## src/common/dac_port_regs.vh

```
// Register offsets, field positions, reset values and timing counts of the DAC port controller.
`ifndef DAC_PORT_REGS_VH
`define DAC_PORT_REGS_VH
`define REG_LEVEL 4'h0
`define REG_CTRL 4'h1
`define REG_STATUS 4'h2
`define REG_ID 4'h3
`define REG_SHADOW0 4'h4
`define CTRL_GO_BIT 0
`define CTRL_CLEAR_BIT 1
`define CTRL_CH_LSB 4
`define CTRL_CH_MSB 5
`define STAT_BUSY_BIT 0
`define STAT_DONE_BIT 1
`define STAT_CLR_DONE_BIT 2
`define LEVEL_RESET 12'h000
`define CLK_PERIOD_NS 10
`define SELECT_LOW_NS 50
`define RESET_LOW_NS 50
`define SELECT_LOW_CYC ((`SELECT_LOW_NS + `CLK_PERIOD_NS - 1) / `CLK_PERIOD_NS)
`define RESET_LOW_CYC ((`RESET_LOW_NS + `CLK_PERIOD_NS - 1) / `CLK_PERIOD_NS)
// Arbitrary identification value.
`define ID_VALUE 16'h5A01
`endif

```

## src/core/pulse_timer.v

```verilog
// Low-pulse timer that holds an active-low line for a fixed number of cycles.
`timescale 1ns/1ps
module pulse_timer #(
   parameter CYCLES = 5
) (
   input wire i_ref_clk,
   input wire i_rst,
   input wire i_start,
   output wire o_active,
   output wire o_done
);
   reg [7:0] count_q;
   reg [7:0] count_d;
   always @* begin
      count_d = count_q;
      if (i_start && count_q == 8'h00) begin
         count_d = CYCLES[7:0];
      end else if (count_q != 8'h00) begin
         count_d = count_q - 8'h01;
      end
   end
   always @(posedge i_ref_clk or posedge i_rst) begin
      if (i_rst) begin
         count_q <= 8'h00;
      end else begin
         count_q <= count_d;
      end
   end
   assign o_active = (count_q != 8'h00);
   assign o_done = (count_q == 8'h01);
endmodule // pulse_timer

```

## src/core/dac_port_host.v

```verilog
// Host controller that writes levels into a four-channel DAC card over its parallel port.
`timescale 1ns/1ps
`include "dac_port_regs.vh"
module dac_port_host #(
   parameter SELECT_CYC = `SELECT_LOW_CYC,
   parameter RESET_CYC = `RESET_LOW_CYC
) (
   input wire i_ref_clk,
   input wire i_rst,
   input wire [3:0] i_addr,
   input wire [15:0] i_wdata,
   input wire i_wr,
   input wire i_rd,
   output reg [15:0] o_rdata,
   output reg [11:0] o_level_word,
   output reg o_channel_sel_low,
   output reg o_channel_sel_high,
   output reg o_load_n,
   output reg o_board_sel_n,
   output reg o_clear_n
);
   localparam ST_IDLE = 2'h0;
   localparam ST_SETUP = 2'h1;
   localparam ST_SELECT = 2'h2;
   localparam ST_RELEASE = 2'h3;
   reg [1:0] state_q;
   reg [1:0] state_d;
   reg [11:0] level_q;
   reg [1:0] chan_q;
   reg go_q;
   reg clear_req_q;
   reg clear_run_q;
   reg done_q;
   reg clr_done_q;
   reg boot_q;
   wire sel_active;
   wire sel_done;
   wire clr_active;
   wire clr_done;
   wire sel_start;
   wire clr_start;
   wire busy;
   wire wr_level;
   wire wr_ctrl;
   wire rd_status;
   wire [3:0] chan_hot;
   wire [47:0] shadow_w;
   reg [11:0] shadow_rd;
   // A pending go counts as busy, else a second go could slip in and be lost.
   assign busy = go_q || (state_q != ST_IDLE) || sel_active || clr_active || clear_run_q;
   assign wr_level = i_wr && i_addr == `REG_LEVEL;
   assign wr_ctrl = i_wr && i_addr == `REG_CTRL;
   assign rd_status = i_rd && i_addr == `REG_STATUS;
   assign chan_hot = 4'h1 << chan_q;
   assign sel_start = (state_q == ST_SETUP);
   // The clear is not overlapped with a write so a write never lands in a clearing card.
   assign clr_start = (clear_req_q || boot_q) && !clear_run_q && state_q == ST_IDLE;
   pulse_timer #(.CYCLES(SELECT_CYC)) u_sel_timer (
      .i_ref_clk(i_ref_clk),
      .i_rst(i_rst),
      .i_start(sel_start),
      .o_active(sel_active),
      .o_done(sel_done)
   );
   pulse_timer #(.CYCLES(RESET_CYC)) u_clr_timer (
      .i_ref_clk(i_ref_clk),
      .i_rst(i_rst),
      .i_start(clr_start),
      .o_active(clr_active),
      .o_done(clr_done)
   );
   always @* begin
      state_d = state_q;
      case (state_q)
         ST_IDLE: begin
            if (go_q && !clear_req_q && !boot_q && !clear_run_q) begin
               state_d = ST_SETUP;
            end
         end
         ST_SETUP: begin
            state_d = ST_SELECT;
         end
         ST_SELECT: begin
            if (sel_done) begin
               state_d = ST_RELEASE;
            end
         end
         ST_RELEASE: begin
            state_d = ST_IDLE;
         end
         default: begin
            state_d = ST_IDLE;
         end
      endcase
   end
   always @(posedge i_ref_clk or posedge i_rst) begin
      if (i_rst) begin
         state_q <= ST_IDLE;
         level_q <= `LEVEL_RESET;
         chan_q <= 2'h0;
         go_q <= 1'b0;
         clear_req_q <= 1'b0;
         clear_run_q <= 1'b0;
         done_q <= 1'b0;
         clr_done_q <= 1'b0;
         boot_q <= 1'b1;
         o_rdata <= 16'h0000;
         o_level_word <= 12'h000;
         o_channel_sel_low <= 1'b0;
         o_channel_sel_high <= 1'b0;
         o_load_n <= 1'b1;
         o_board_sel_n <= 1'b1;
         o_clear_n <= 1'b1;
      end else begin
         state_q <= state_d;
         if (clr_start) begin
            boot_q <= 1'b0;
            clear_req_q <= 1'b0;
            clear_run_q <= 1'b1;
         end else if (wr_ctrl && i_wdata[`CTRL_CLEAR_BIT]) begin
            clear_req_q <= 1'b1;
         end
         if (clr_done) begin
            clear_run_q <= 1'b0;
         end
         o_clear_n <= !(clr_start || (clr_active && !clr_done));
         if (wr_level && !busy) begin
            level_q <= i_wdata[11:0];
         end
         if (state_q == ST_SETUP) begin
            go_q <= 1'b0;
         end else if (wr_ctrl && i_wdata[`CTRL_GO_BIT] && !busy) begin
            go_q <= 1'b1;
            chan_q <= i_wdata[`CTRL_CH_MSB:`CTRL_CH_LSB];
         end
         if (state_q == ST_IDLE && state_d == ST_SETUP) begin
            o_level_word <= level_q;
            o_channel_sel_low <= chan_q[0];
            o_channel_sel_high <= chan_q[1];
            o_load_n <= 1'b0;
         end
         if (state_q == ST_SETUP) begin
            o_board_sel_n <= 1'b0;
         end
         if (state_q == ST_SELECT && sel_done) begin
            o_board_sel_n <= 1'b1;
         end
         if (state_q == ST_RELEASE) begin
            o_load_n <= 1'b1;
         end
         // Set wins over a read-clear in the same cycle.
         if (state_q == ST_RELEASE) begin
            done_q <= 1'b1;
         end else if (rd_status) begin
            done_q <= 1'b0;
         end
         if (clr_done) begin
            clr_done_q <= 1'b1;
         end else if (rd_status) begin
            clr_done_q <= 1'b0;
         end
         o_rdata <= 16'h0000;
         if (i_rd) begin
            case (i_addr)
               `REG_LEVEL: o_rdata <= {4'h0, level_q};
               `REG_CTRL: o_rdata <= {10'h000, chan_q, 2'h0, clear_req_q, go_q};
               `REG_STATUS: o_rdata <= {13'h0000, clr_done_q, done_q, busy};
               `REG_ID: o_rdata <= `ID_VALUE;
               default: begin
                  if ({i_addr[3:2], 2'h0} == `REG_SHADOW0) begin
                     o_rdata <= {4'h0, shadow_rd};
                  end else begin
                     o_rdata <= 16'h0000;
                  end
               end
            endcase
         end
      end
   end
   // The card's own power-up reset and its jumper are outside this controller's reach.
   // With the jumper fitted every write here is silently lost; busy still times out.
   // Each channel keeps a copy of what the card was last given, since the card cannot be read.
   genvar g;
   generate
      for (g = 0; g < 4; g = g + 1) begin : g_shadow
         reg [11:0] value_q;
         always @(posedge i_ref_clk or posedge i_rst) begin
            if (i_rst) begin
               value_q <= `LEVEL_RESET;
            end else if (clr_start) begin
               value_q <= `LEVEL_RESET;
            end else if (state_q == ST_SELECT && sel_done && chan_hot[g]) begin
               value_q <= o_level_word;
            end
         end
         assign shadow_w[g * 12 +: 12] = value_q;
      end
   endgenerate
   always @* begin
      case (i_addr[1:0])
         2'h0: shadow_rd = shadow_w[11:0];
         2'h1: shadow_rd = shadow_w[23:12];
         2'h2: shadow_rd = shadow_w[35:24];
         default: shadow_rd = shadow_w[47:36];
      endcase
   end
endmodule // dac_port_host

```

## config.mk

```make
export PLATFORM = sky130hd
export DESIGN_NAME = dac_port_host
export DESIGN_NICKNAME = d
export VERILOG_FILES = /design/src/core/pulse_timer.v /design/src/core/dac_port_host.v
export VERILOG_INCLUDE_DIRS = /design/src /design/src/common
export SDC_FILE = /design/constraint.sdc
export NUM_CORES = 1
export LEC_CHECK = 0
export BUFFER_PORTS_ARGS = -buffer_cell sky130_fd_sc_hd__buf_4
export CORE_AREA = 2 2 81 160
export DETAILED_ROUTE_END_ITERATION = 7
export DIE_AREA = 0 0 83 162
export MAX_ROUTING_LAYER = met4
export PLACE_DENSITY = 0.66
export RECOVER_POWER = 25
export SETUP_SLACK_MARGIN = 0.5
export SYNTH_ARGS = -nofsm -noshare
export SYNTH_HDL_FRONTEND = slang
export SYNTH_SLANG_ARGS = --single-unit
```

## constraint.sdc

```tcl
create_clock -name i_ref_clk -period 4.5 [get_ports i_ref_clk]
set_input_delay 0.9 -clock i_ref_clk [delete_from_list [all_inputs] [get_ports i_ref_clk]]
set_output_delay 0.9 -clock i_ref_clk [all_outputs]
set_load 0.005 [all_outputs]
```

# After elaboration in Yosys (flattened, before gate mapping)

Index checks and enable logic that the tools add are counted.

Flip-flop bits (word level): 119
Logic and storage cells: 125
Output and inout port bits: 33
Input port bits: 24

Equal/unequal tests: 12
Multiplexer cells: 32
Add/subtract/negate cells: 2
Shift-type cells: 1
Bitwise gates (word level): 1
Reduce and logical (&&, ||, !) cells: 55

Operators by type and width:

| operator                                             | number |
|---|---|
| 2-to-1 mux 12 bit                                    | 9 |
| case mux 15 bit (4 select lines)                     | 1 |
| case mux 12 bit (3 select lines)                     | 1 |
| 2-to-1 mux 8 bit                                     | 4 |
| nonzero test 2 bit                                   | 14 |
| logical AND 1 bit                                    | 21 |
| equality test 8 x 1 -> 1 bit (second input constant) | 2 |
| logical NOT 8 bit                                    | 2 |
| nonzero test 8 bit                                   | 2 |
| subtractor 8 x 1 -> 8 bit (second input constant)    | 2 |
| 2-to-1 mux 15 bit                                    | 1 |
| 2-to-1 mux 1 bit                                     | 13 |
| equality test 2 x 1 -> 1 bit (second input constant) | 4 |
| equality test 4 x 2 -> 1 bit (second input constant) | 2 |
| case mux 2 bit (4 select lines)                      | 1 |
| equality test 2 bit (second input constant)          | 3 |
| logical NOT 1 bit                                    | 6 |
| logical OR 1 bit                                     | 6 |
| equality test 4 x 1 -> 1 bit (second input constant) | 1 |
| logical NOT 2 bit                                    | 2 |
| logical NOT 4 bit                                    | 1 |
| 2-to-1 mux 2 bit                                     | 2 |
| left shift 1 x 2 -> 4 bit (first input constant)     | 1 |
| AND reduction 2 bit                                  | 1 |
| NOT 1 bit                                            | 1 |

# Logic depth before layout (Yosys ltp)

Gate-level depths: netlist (run 1).

Word-level depth: 10
Mapped depth: 8
Depth with buffers taken out: 6

# Cells and area by module

A second synthesis (run 1) with hierarchy kept.

Cell total of the unflattened synthesis: 482
Area total of the unflattened synthesis: 5305.1 µm²

By module, submodules not included:

| module        | sequential area each (µm²) | instances | cells each | area an instance (µm²) |
|---|---|---|---|---|
| dac_port_host | 2507.4                     | 1         | 404        | 4416.7 |
| pulse_timer   | 200.2                      | 2         | 39         | 444.2 |

# Least setup slack after synthesis (run 1)

Ideal clock, no wire load.

Path kind: flip-flop to flip-flop
Start: reg state_q[0]
End: reg o_channel_sel_low
Arrival: 2014 ps
Cell stages (with the launch flop): 8
Setup time: 125 ps
Path slack: 2361 ps
Clock period less this slack: 2139 ps
Buffers on the path: 1
Data required time: 4375 ps
Cell sequence: dfrtp_1 inv_1 ha_1 and4bb_2 nand2_2 a2111oi_4 buf_6 mux2_2

Word-level cells in the longest chain between the ends: 4
Elaborated cells on any way between the ends: 9
Classes of those cells: eq/ne (4); mux (3); reduce/logical (2)

RTL lines:

| item                                              | RTL line            | text |
|---|---|---|
| from (decl)                                       | dac_port_host.v:26  | `reg [1:0] state_q;` |
| from (signal assigned)                            | dac_port_host.v:115 | `state_q <= state_d;` |
| equality test 2 bit, or another cell as far along | dac_port_host.v:74  | `case (state_q)` |
| case mux 2 bit (4 select lines)                   | dac_port_host.v:74  |  |
| equality test 2 x 1 -> 1 bit                      | dac_port_host.v:136 | `if (state_q == ST_IDLE && state_d == ST_SETUP) begin` |
| logical AND 1 bit *                               | dac_port_host.v:136 |  |
| to (signal assigned)                              | dac_port_host.v:138 | `o_channel_sel_low <= chan_q[0];` |
| to (decl)                                         | dac_port_host.v:16  | `output reg o_channel_sel_low,` |

Mark *: on every way between the ends. The rest lies on a longest branch, timed or not.
A chain may end at the register's enable or synchronous reset.

# Worst setup path after layout (run 1)

Start: reg u_sel_timer.count_q[6]
End: reg level_q[10]

Word-level cells in the longest chain between the ends: 6

RTL lines:

| item                          | RTL line            | text |
|---|---|---|
| from (decl)                   | pulse_timer.v:12    | `reg [7:0] count_q;` |
| from (signal assigned)        | pulse_timer.v:26    | `count_q <= count_d;` |
| nonzero test 8 bit            | pulse_timer.v:29    | `assign o_active = (count_q != 8'h00);` |
| logical OR 1 bit (3 in a row) | dac_port_host.v:50  | `assign busy = go_q \|\| (state_q != ST_IDLE) \|\| sel_active \|\| clr_active \|\| clear_run_q;` |
| logical NOT 1 bit             | dac_port_host.v:127 | `if (wr_level && !busy) begin` |
| logical AND 1 bit             | dac_port_host.v:127 |  |
| to (signal assigned)          | dac_port_host.v:99  | `` level_q <= `LEVEL_RESET; `` |
| to (signal assigned)          | dac_port_host.v:128 | `level_q <= i_wdata[11:0];` |
| to (decl)                     | dac_port_host.v:28  | `reg [11:0] level_q;` |

Every way passes these cells.

==> impl_results.rst, run 1 <==
.. list-table::
   :header-rows: 1

   * - Metric
     - Value
   * - Final global-route overflow total
     - 0
   * - Hold_ws
     - 0.484 ns
   * - Total of warnings raised by yosys
     - 0
   * - Post-synthesis simple-gate area fraction
     - 0.144
   * - Number of search-and-repair iterations in the first detailed-routing pass
     - 4
   * - Detailed-route DRC error count
     - 0
   * - Post-route setup TNS
     - 0 ns
   * - Area after detailed placement
     - 0.00582 mm2
   * - Non-Filler Cell Area, Final
     - 0.00641 mm2
   * - Area growth, synth to finish
     - 19.5%
   * - Area enclosed by the die boundary
     - 0.0134 mm2
   * - Cell area after synthesis
     - 0.00537 mm2
   * - Top cells by area, synth
     - sky130_fd_sc_hd__dfrtp_1, sky130_fd_sc_hd__mux2i_1, sky130_fd_sc_hd__mux2_2, sky130_fd_sc_hd__mux4_2, sky130_fd_sc_hd__a21oi_1
   * - H-tree Lvls
     - 4
   * - Hold buffer count at cts
     - 0
   * - Finish-stage setup viols
     - 0
   * - Post-synthesis compound-gate area fraction
     - 0.0671
   * - Count of boundary I/O pins
     - 57
   * - CP required
     - 4.79 ns
   * - Final-report max-slew violation count
     - 12
   * - Standby leakage power
     - 0.00306 uW
   * - First-iteration detailed-routing DRC count
     - 248
   * - Row cnt
     - 57
   * - Max_cap viols
     - 1
   * - Routed WL
     - 12.8 mm
   * - Hold WC Path Type
     - register to register
   * - Net count reported at finish
     - 546
   * - Via Count
     - 3,744
   * - Reg clk slew, reported paths
     - 0.05 ns
   * - Fmax
     - 272 MHz
   * - Initial Util
     - 0.440
   * - HPWL reported at the end of detailed placement
     - 8.55 mm
   * - Fraction of layout cells with a size suffix above 1
     - 0.250
   * - Met2 capacity usage during global routing
     - 0.354
   * - Multiplexer share of the synthesized area
     - 0.171
   * - First-pass GRT wire length
     - 20.5 mm
   * - PortBufs
     - 50
   * - Die span in y
     - 162 um
   * - Setup Fix Bufs, Post-CTS
     - 0
   * - Parity-gate share of the synthesized area counting xor and xnor cells
     - 0.0147
   * - Met1 GRT Util
     - 0.227
   * - Routability cong.
     - 0.839
   * - Gate count of the mapped netlist
     - 463
   * - Number of global-route vias before repair
     - 3,849
   * - Largest net degree at the start of global routing
     - 78
   * - Dominant synthesized flop cell
     - sky130_fd_sc_hd__dfrtp_1
   * - Clock root buffer
     - sky130_fd_sc_hd__clkbuf_16
   * - Skew-Pair Late Insertion Delay
     - 0.41 ns
   * - Fill count
     - 1,041
   * - Minimum clock period after layout
     - 3.68 ns
   * - Number of distinct standard cells referenced by the synthesized netlist
     - 47
   * - Highest fanout seen on the critical path
     - 12
   * - Die outline width
     - 83 um
   * - Standard cell core area
     - 0.0122 mm2
   * - Clock tree from TritonCTS
     - yes
   * - Arrival time reported for the critical path endpoint
     - 3.97 ns
   * - Post-synth EDFFs
     - 0
   * - Final standard cell utilization of the core
     - 0.526
   * - Number of antenna diodes
     - 0
   * - Violations in the final reports
     - capacitance limit, slew limit
   * - Total power divided by cell area
     - 553 mW/mm2
   * - Clock skew after layout
     - 0.00833 ns
   * - Mean cell area of the mapped netlist
     - 11.6 um2
   * - Final Hold Viols
     - 0
   * - Post-cts repair resize count
     - 0
   * - Top-area cell type share of the netlist area
     - 0.522
   * - Most instantiated cells after synthesis
     - sky130_fd_sc_hd__dfrtp_1, sky130_fd_sc_hd__nand2_1, sky130_fd_sc_hd__a21oi_1, sky130_fd_sc_hd__nor2_1, sky130_fd_sc_hd__mux2i_1
   * - Slew at the pin with the worst max-slew slack
     - 1.57 ns
   * - Asr flop ratio synth
     - 1.00
   * - Clk sink count
     - 116
   * - Worst setup SP type
     - register
   * - Maximum vdd drop
     - 281 uV
   * - Run status
     - complete, but fails checks
   * - Initial antenna violation count
     - 0
   * - Per-cell via count in the routed design
     - 5.58
   * - Worst setup EP type
     - register
   * - Category of the critical setup timing path
     - register to register
   * - Global routing met3 resource utilization
     - 0.0523
   * - Layer with the highest usage
     - met2
   * - Number of synthesized register bits
     - 116
   * - Post-synthesis sequential area ratio
     - 0.542
   * - Dominant cell by count in the synthesized netlist
     - sky130_fd_sc_hd__dfrtp_1
   * - Max-slew headroom at the worst pin
     - -0.0555
   * - Overall global routing resource usage
     - 0.206
   * - Post-Synth Adder-Cell Area
     - 0.0256
   * - Wire per inst
     - 19.1 um
   * - Main combinational cell family by area after synthesis
     - multiplexers
   * - Largest area contributor in the synthesized netlist
     - sky130_fd_sc_hd__dfrtp_1
   * - Unrepaired setup endpoints after global routing
     - false
   * - Count of antenna-violating nets left after detailed routing
     - 0
   * - Share of the cycle needed by the critical path after routing
     - 0.818
   * - Number of CTS-inserted buffers
     - 17
   * - Maximum buffer depth of the clock tree
     - 2
[flip-flops by register name, summed over array words and instances, names as in the netlist, 2 cells and up]
| signal | cells |
|---|---|
| state_q | 2 |
| u_clr_timer.count_q | 8 |
| level_q | 12 |
| o_level_word | 12 |
| o_rdata | 13 |
| u_sel_timer.count_q | 8 |
| g_shadow.value_q | 48 |
| chan_q | 2 |
[cell usage in the layout, fill, tap and decap left out, types with 3 or more instances in the layout]
master                      count
sky130_fd_sc_hd__inv_1         13
sky130_fd_sc_hd__nand2b_1       4
sky130_fd_sc_hd__nor2_1        39
sky130_fd_sc_hd__nand3_1        7
sky130_fd_sc_hd__nand4b_1       3
sky130_fd_sc_hd__clkbuf_1       6
sky130_fd_sc_hd__nor2b_1        4
sky130_fd_sc_hd__a21oi_1       45
sky130_fd_sc_hd__buf_4         51
sky130_fd_sc_hd__bufinv_16      4
sky130_fd_sc_hd__dfrtp_1      112
sky130_fd_sc_hd__nand2_1       60
sky130_fd_sc_hd__clkinv_2       4
sky130_fd_sc_hd__mux2i_1       32
sky130_fd_sc_hd__ha_1          11
sky130_fd_sc_hd__mux2_2        28
sky130_fd_sc_hd__nor3_1        11
sky130_fd_sc_hd__clkbuf_16     17
sky130_fd_sc_hd__a21o_1         3
sky130_fd_sc_hd__xnor2_1        6
sky130_fd_sc_hd__dfstp_2        4
sky130_fd_sc_hd__o21ai_0        3
sky130_fd_sc_hd__xor2_1         3
sky130_fd_sc_hd__mux4_2        12
sky130_fd_sc_hd__nand3b_1       5
[final cells by class]
class,instances,area (um2),share of cell area
clock buffers,22,454,0.0708
inverters,14,55.1,0.00859
repair buffers,53,390,0.0609
clock inverters,10,155,0.0242
well taps,147,184,0.0287
flip-flops and latches,116,2910,0.454
multi-input cells,309,2260,0.353
[report_power, final]
| group | internal, uW | switching, uW |
|---|---|---|
| logic | 332 | 377 |
| registers | 1220 | 215 |
| clock network | 936 | 467 |
| total | 2490 | 1060 |
[metal layers]
metal  vias up  part of all wire
met3        18             0.033
met2        79              0.57
met4         0             0.016
li1       1711                 -
met1      1936              0.38
met5         -                 0
[stage by stage]
step                setup WS (ns)  power, uW  std cells
finish                      0.821       3550        671
global route                0.724       3720        671
CTS                          1.60       3590        671
detailed placement           1.46       2180        639
global placement             1.53       2140        639
floorplan                   0.534       1880        464
[path summary, 6_finish.rpt]
path	from	cells after the start	to	slack, ns
max in group asynchronous	i_rst	3	boot_q	2.87
setup reg to reg	u_sel_timer.count_q[6]	4	level_q[10]	0.82
hold reg to reg	o_board_sel_n	2	o_board_sel_n	0.48
min in group asynchronous	i_rst	2	u_sel_timer.count_q[5]	0.69
hold / removal	o_board_sel_n	2	o_board_sel_n	0.48
setup / recovery	u_sel_timer.count_q[6]	4	level_q[10]	0.82
[cells by family (layout without fill, tap and decap cells)]
family          Yosys count  count (layout)
simple gates            153             153
flops                   116             116
mux                      73              73
compound gates           61              61
buf+inv                  39              99
fa+ha+maj                11              11
xor+xnor                  9               9
other cells               1               2
[worst max-delay path, stage by stage, from the launching register on]
cell	delay [ns]
sky130_fd_sc_hd__dfrtp_1	0.42
sky130_fd_sc_hd__nor4_1	1.28
sky130_fd_sc_hd__nand4_1	0.43
sky130_fd_sc_hd__nor4_4	1.00
sky130_fd_sc_hd__mux2_2	0.43
(Power assumes the default switching activity.)
==> run 2: changes to the inputs <==
- ABC_AREA: not set -> 1
- CORE_AREA: 2 2 81 160 -> 2 2 84 167
- DIE_AREA: 0 0 83 162 -> 0 0 86 169
- PLACE_DENSITY: 0.66 -> 0.67
- clock period: 4.5 -> 3.66 ns (I/O delays scaled with it)
==> run 2 against run 1 <==
The run now ends clean. Flip-flop and latch count unchanged. First-iteration DRC count up 87%. Sequential power is 6% higher. Via count up 35%. Critical path type unchanged. Critical endpoint is now g_shadow[0].value_q[7].
==> impl_results.rst, run 2 <==
.. list-table::
   :header-rows: 1

   * - Metric
     - Value
   * - Slew at the pin with the worst max-slew slack
     - 1.24 ns
   * - Total of warnings raised by yosys
     - 0
   * - Number of antenna diodes
     - 0
   * - Final standard cell utilization of the core
     - 0.518
   * - Final-report max-slew violation count
     - 0
   * - Post-synthesis sequential area ratio
     - 0.493
   * - Final Non-Filler Cells
     - 911
   * - Internal power consumption
     - 2950 uW
   * - Dominant cell by count in the synthesized netlist
     - sky130_fd_sc_hd__nand2_1
   * - Cell total after placement
     - 879
   * - Worst setup SP type
     - register
   * - Mean cell area of the mapped netlist
     - 8.34 um2
   * - Sequential group share of total power
     - 0.362
   * - Top-area cell type share of the netlist area
     - 0.475
   * - PortBufs
     - 50
   * - Number of distinct standard cells referenced by the synthesized netlist
     - 37
   * - Reg clk slew, reported paths
     - 0.05 ns
   * - Hold buffer count at cts
     - 0
   * - Maximum vdd drop
     - 375 uV
   * - Arrival time reported for the critical path endpoint
     - 3.05 ns
   * - Setup Fix Bufs, Post-CTS
     - 0
   * - Standard cell core area
     - 0.0133 mm2
   * - Clk sink count
     - 116
   * - Maximum buffer depth of the clock tree
     - 2
   * - Switch share
     - 0.305
   * - Die span in y
     - 169 um
   * - Top cells by area, synth
     - sky130_fd_sc_hd__dfrtp_1, sky130_fd_sc_hd__nand2_1, sky130_fd_sc_hd__nand4_1, sky130_fd_sc_hd__nand3_1, sky130_fd_sc_hd__nor2_1
   * - Row cnt
     - 60
   * - Fill count
     - 1,205
   * - Worst setup EP type
     - register
   * - Minimum clock period after layout
     - 2.70 ns
   * - Dominant synthesized flop cell
     - sky130_fd_sc_hd__dfrtp_1
   * - Highest-count cells in the layout ignoring fill and taps
     - sky130_fd_sc_hd__nand2_1, sky130_fd_sc_hd__dfrtp_1, sky130_fd_sc_hd__nand3_1
   * - Switching power of the nets
     - 1290 uW
   * - Largest registers
     - g_shadow.value_q (48), o_rdata (13)
   * - Number of global-route vias before repair
     - 4,995
   * - Post-cts repair resize count
     - 0
   * - Unrepaired setup endpoints after global routing
     - false
   * - Routability cong.
     - 0.839
   * - Max-slew headroom at the worst pin
     - 0.168
   * - Count of boundary I/O pins
     - 57
   * - Finish-stage setup viols
     - 0
   * - Skew-Pair Late Insertion Delay
     - 0.42 ns
   * - Hold WC Path Type
     - register to register
   * - Largest register FFs
     - 48
   * - Fmax
     - 371 MHz
   * - Asr flop ratio synth
     - 1.00
   * - Routed WL
     - 16.1 mm
   * - Top register by number of flip-flops
     - g_shadow.value_q
   * - First-pass GRT wire length
     - 26.2 mm
   * - Count of antenna-violating nets left after detailed routing
     - 0
   * - Highest fanout seen on the critical path
     - 29
   * - Cell area after synthesis
     - 0.00590 mm2
   * - Post-route setup TNS
     - 0 ns
   * - Number of search-and-repair iterations in the first detailed-routing pass
     - 6
   * - HPWL reported at the end of detailed placement
     - 10.2 mm
   * - Largest area contributor in the synthesized netlist
     - sky130_fd_sc_hd__dfrtp_1
   * - Share of the cycle needed by the critical path after routing
     - 0.737
   * - Clock skew after layout
     - 0.00776 ns
   * - CP required
     - 4.01 ns
   * - Number of CTS-inserted buffers
     - 17
   * - Post-synth EDFFs
     - 0
   * - Via Count
     - 5,072
   * - Total power divided by cell area
     - 617 mW/mm2
   * - Standby leakage power
     - 0.00356 uW
   * - Net count reported at finish
     - 778
   * - Area growth, synth to finish
     - 16.6%
   * - Most instantiated cells after synthesis
     - sky130_fd_sc_hd__nand2_1, sky130_fd_sc_hd__dfrtp_1, sky130_fd_sc_hd__nand3_1, sky130_fd_sc_hd__nand4_1, sky130_fd_sc_hd__nor2_1
   * - Clock network fraction of design power
     - 0.429
   * - Final total power
     - 4240 uW
   * - Max_cap viols
     - 0
   * - Area enclosed by the die boundary
     - 0.0145 mm2
   * - Wire per inst
     - 17.6 um
   * - Category of the critical setup timing path
     - register to register
   * - Gate power share
     - 0.209
   * - Initial Util
     - 0.444
   * - Clock tree from TritonCTS
     - yes
   * - Gate count of the mapped netlist
     - 708
   * - Overall global routing resource usage
     - 0.240
   * - Number of synthesized register bits
     - 116
   * - Final Hold Viols
     - 0
   * - Initial antenna violation count
     - 0
   * - Commonest non-fill, non-tap cell in the layout
     - sky130_fd_sc_hd__nand2_1
   * - Hold_ws
     - 0.459 ns
   * - First-iteration detailed-routing DRC count
     - 463
   * - H-tree Lvls
     - 4
   * - Detailed-route DRC error count
     - 0
   * - Final global-route overflow total
     - 0
   * - Run status
     - finished clean
   * - Fraction of layout cells with a size suffix above 1
     - 0.165
   * - Largest net degree at the start of global routing
     - 90
   * - Clock root buffer
     - sky130_fd_sc_hd__clkbuf_16
   * - Per-cell via count in the routed design
     - 5.57
   * - Die outline width
     - 86 um
==> run 2: changes by cell type in the layout (fill, tap and decap cells not counted), sizes merged, moves of 24 or more <==
| cell | delta |
|---|---|
| a21oi | -27 |
| nor2 | +24 |
| mux2 | -29 |
| nand3 | +80 |
| nand2 | +141 |
| mux2i | -32 |
| nand4 | +70 |
| inv | +38 |
==> run 2: critical path, stage by stage (launching register included) <==
cell and delay, ns:
sky130_fd_sc_hd__dfrtp_1 0.33, sky130_fd_sc_hd__buf_4 0.36, sky130_fd_sc_hd__clkinv_1 0.78, sky130_fd_sc_hd__nand4_1 0.86, sky130_fd_sc_hd__nand3_1 0.16, sky130_fd_sc_hd__nand2_1 0.11
==> run 2: path summary, 6_finish.rpt <==
check | endpoint | from | cells after the start | slack, ns
max reg2reg | g_shadow[0].value_q[7] | chan_q[1] | 5 | 0.96
max | g_shadow[0].value_q[7] | chan_q[1] | 5 | 0.96
min | boot_q | boot_q | 2 | 0.46
min reg2reg | boot_q | boot_q | 2 | 0.46
max in group asynchronous | g_shadow[2].value_q[1] | i_rst | 3 | 1.23
min in group asynchronous | u_sel_timer.count_q[4] | i_rst | 2 | 0.59
==> run 2: per-stage QoR <==
step | area (um2) | setup slack (ns)
detailed placement | 6280 | 1.11
floorplan | 5910 | 1.52
global route | 6880 | 0.785
global placement | 6280 | 1.14
CTS | 6920 | 1.08
finish | 6880 | 0.963
==> run 2: layer usage <==
layer,up-vias,wire length [um],GRT usage
met3,31,1030,0.0429
met4,0,369,0.0932
met2,197,7840,0.368
met5,-,0,-
li1,2417,-,-
met1,2427,6810,0.315
==> run 2: cell type report <==
| cell class | count | area (um2) | share of cell area |
|---|---|---|---|
| well taps | 155 | 194 | 0.0282 |
| flip-flops and latches | 116 | 2910 | 0.423 |
| clock inverters | 10 | 178 | 0.0258 |
| repair buffers | 56 | 417 | 0.0606 |
| clock buffers | 22 | 464 | 0.0675 |
| multi-input cells | 496 | 2510 | 0.364 |
| inverters | 56 | 213 | 0.0309 |
==> run 2: cells by family (layout without fill, tap and decap cells) <==
kind of cell / Yosys count / after routing / synth area share
other: 1 / 2 / 0.000635
xor gates and xnor gates: 5 / 5 / 0.00742
buffers and inverters: 97 / 144 / 0.0801
adders and majority gates: 11 / 11 / 0.0233
and+or+nand+nor: 432 / 432 / 0.355
AOI/OAI and AO/OA: 46 / 46 / 0.0409
DFF: 116 / 116 / 0.493
==> run 2: power groups by stage <==
stage          clock network, uW  registers (uW)  logic (uW)
5_1_grt                     1900            1550         987
4_1_cts                     1830            1540         908
3_5_place_dp                   0            1560         899
2_1_floorplan                  0            1530         697
3_3_place_gp                   0            1550         868
6_report                    1820            1530         886
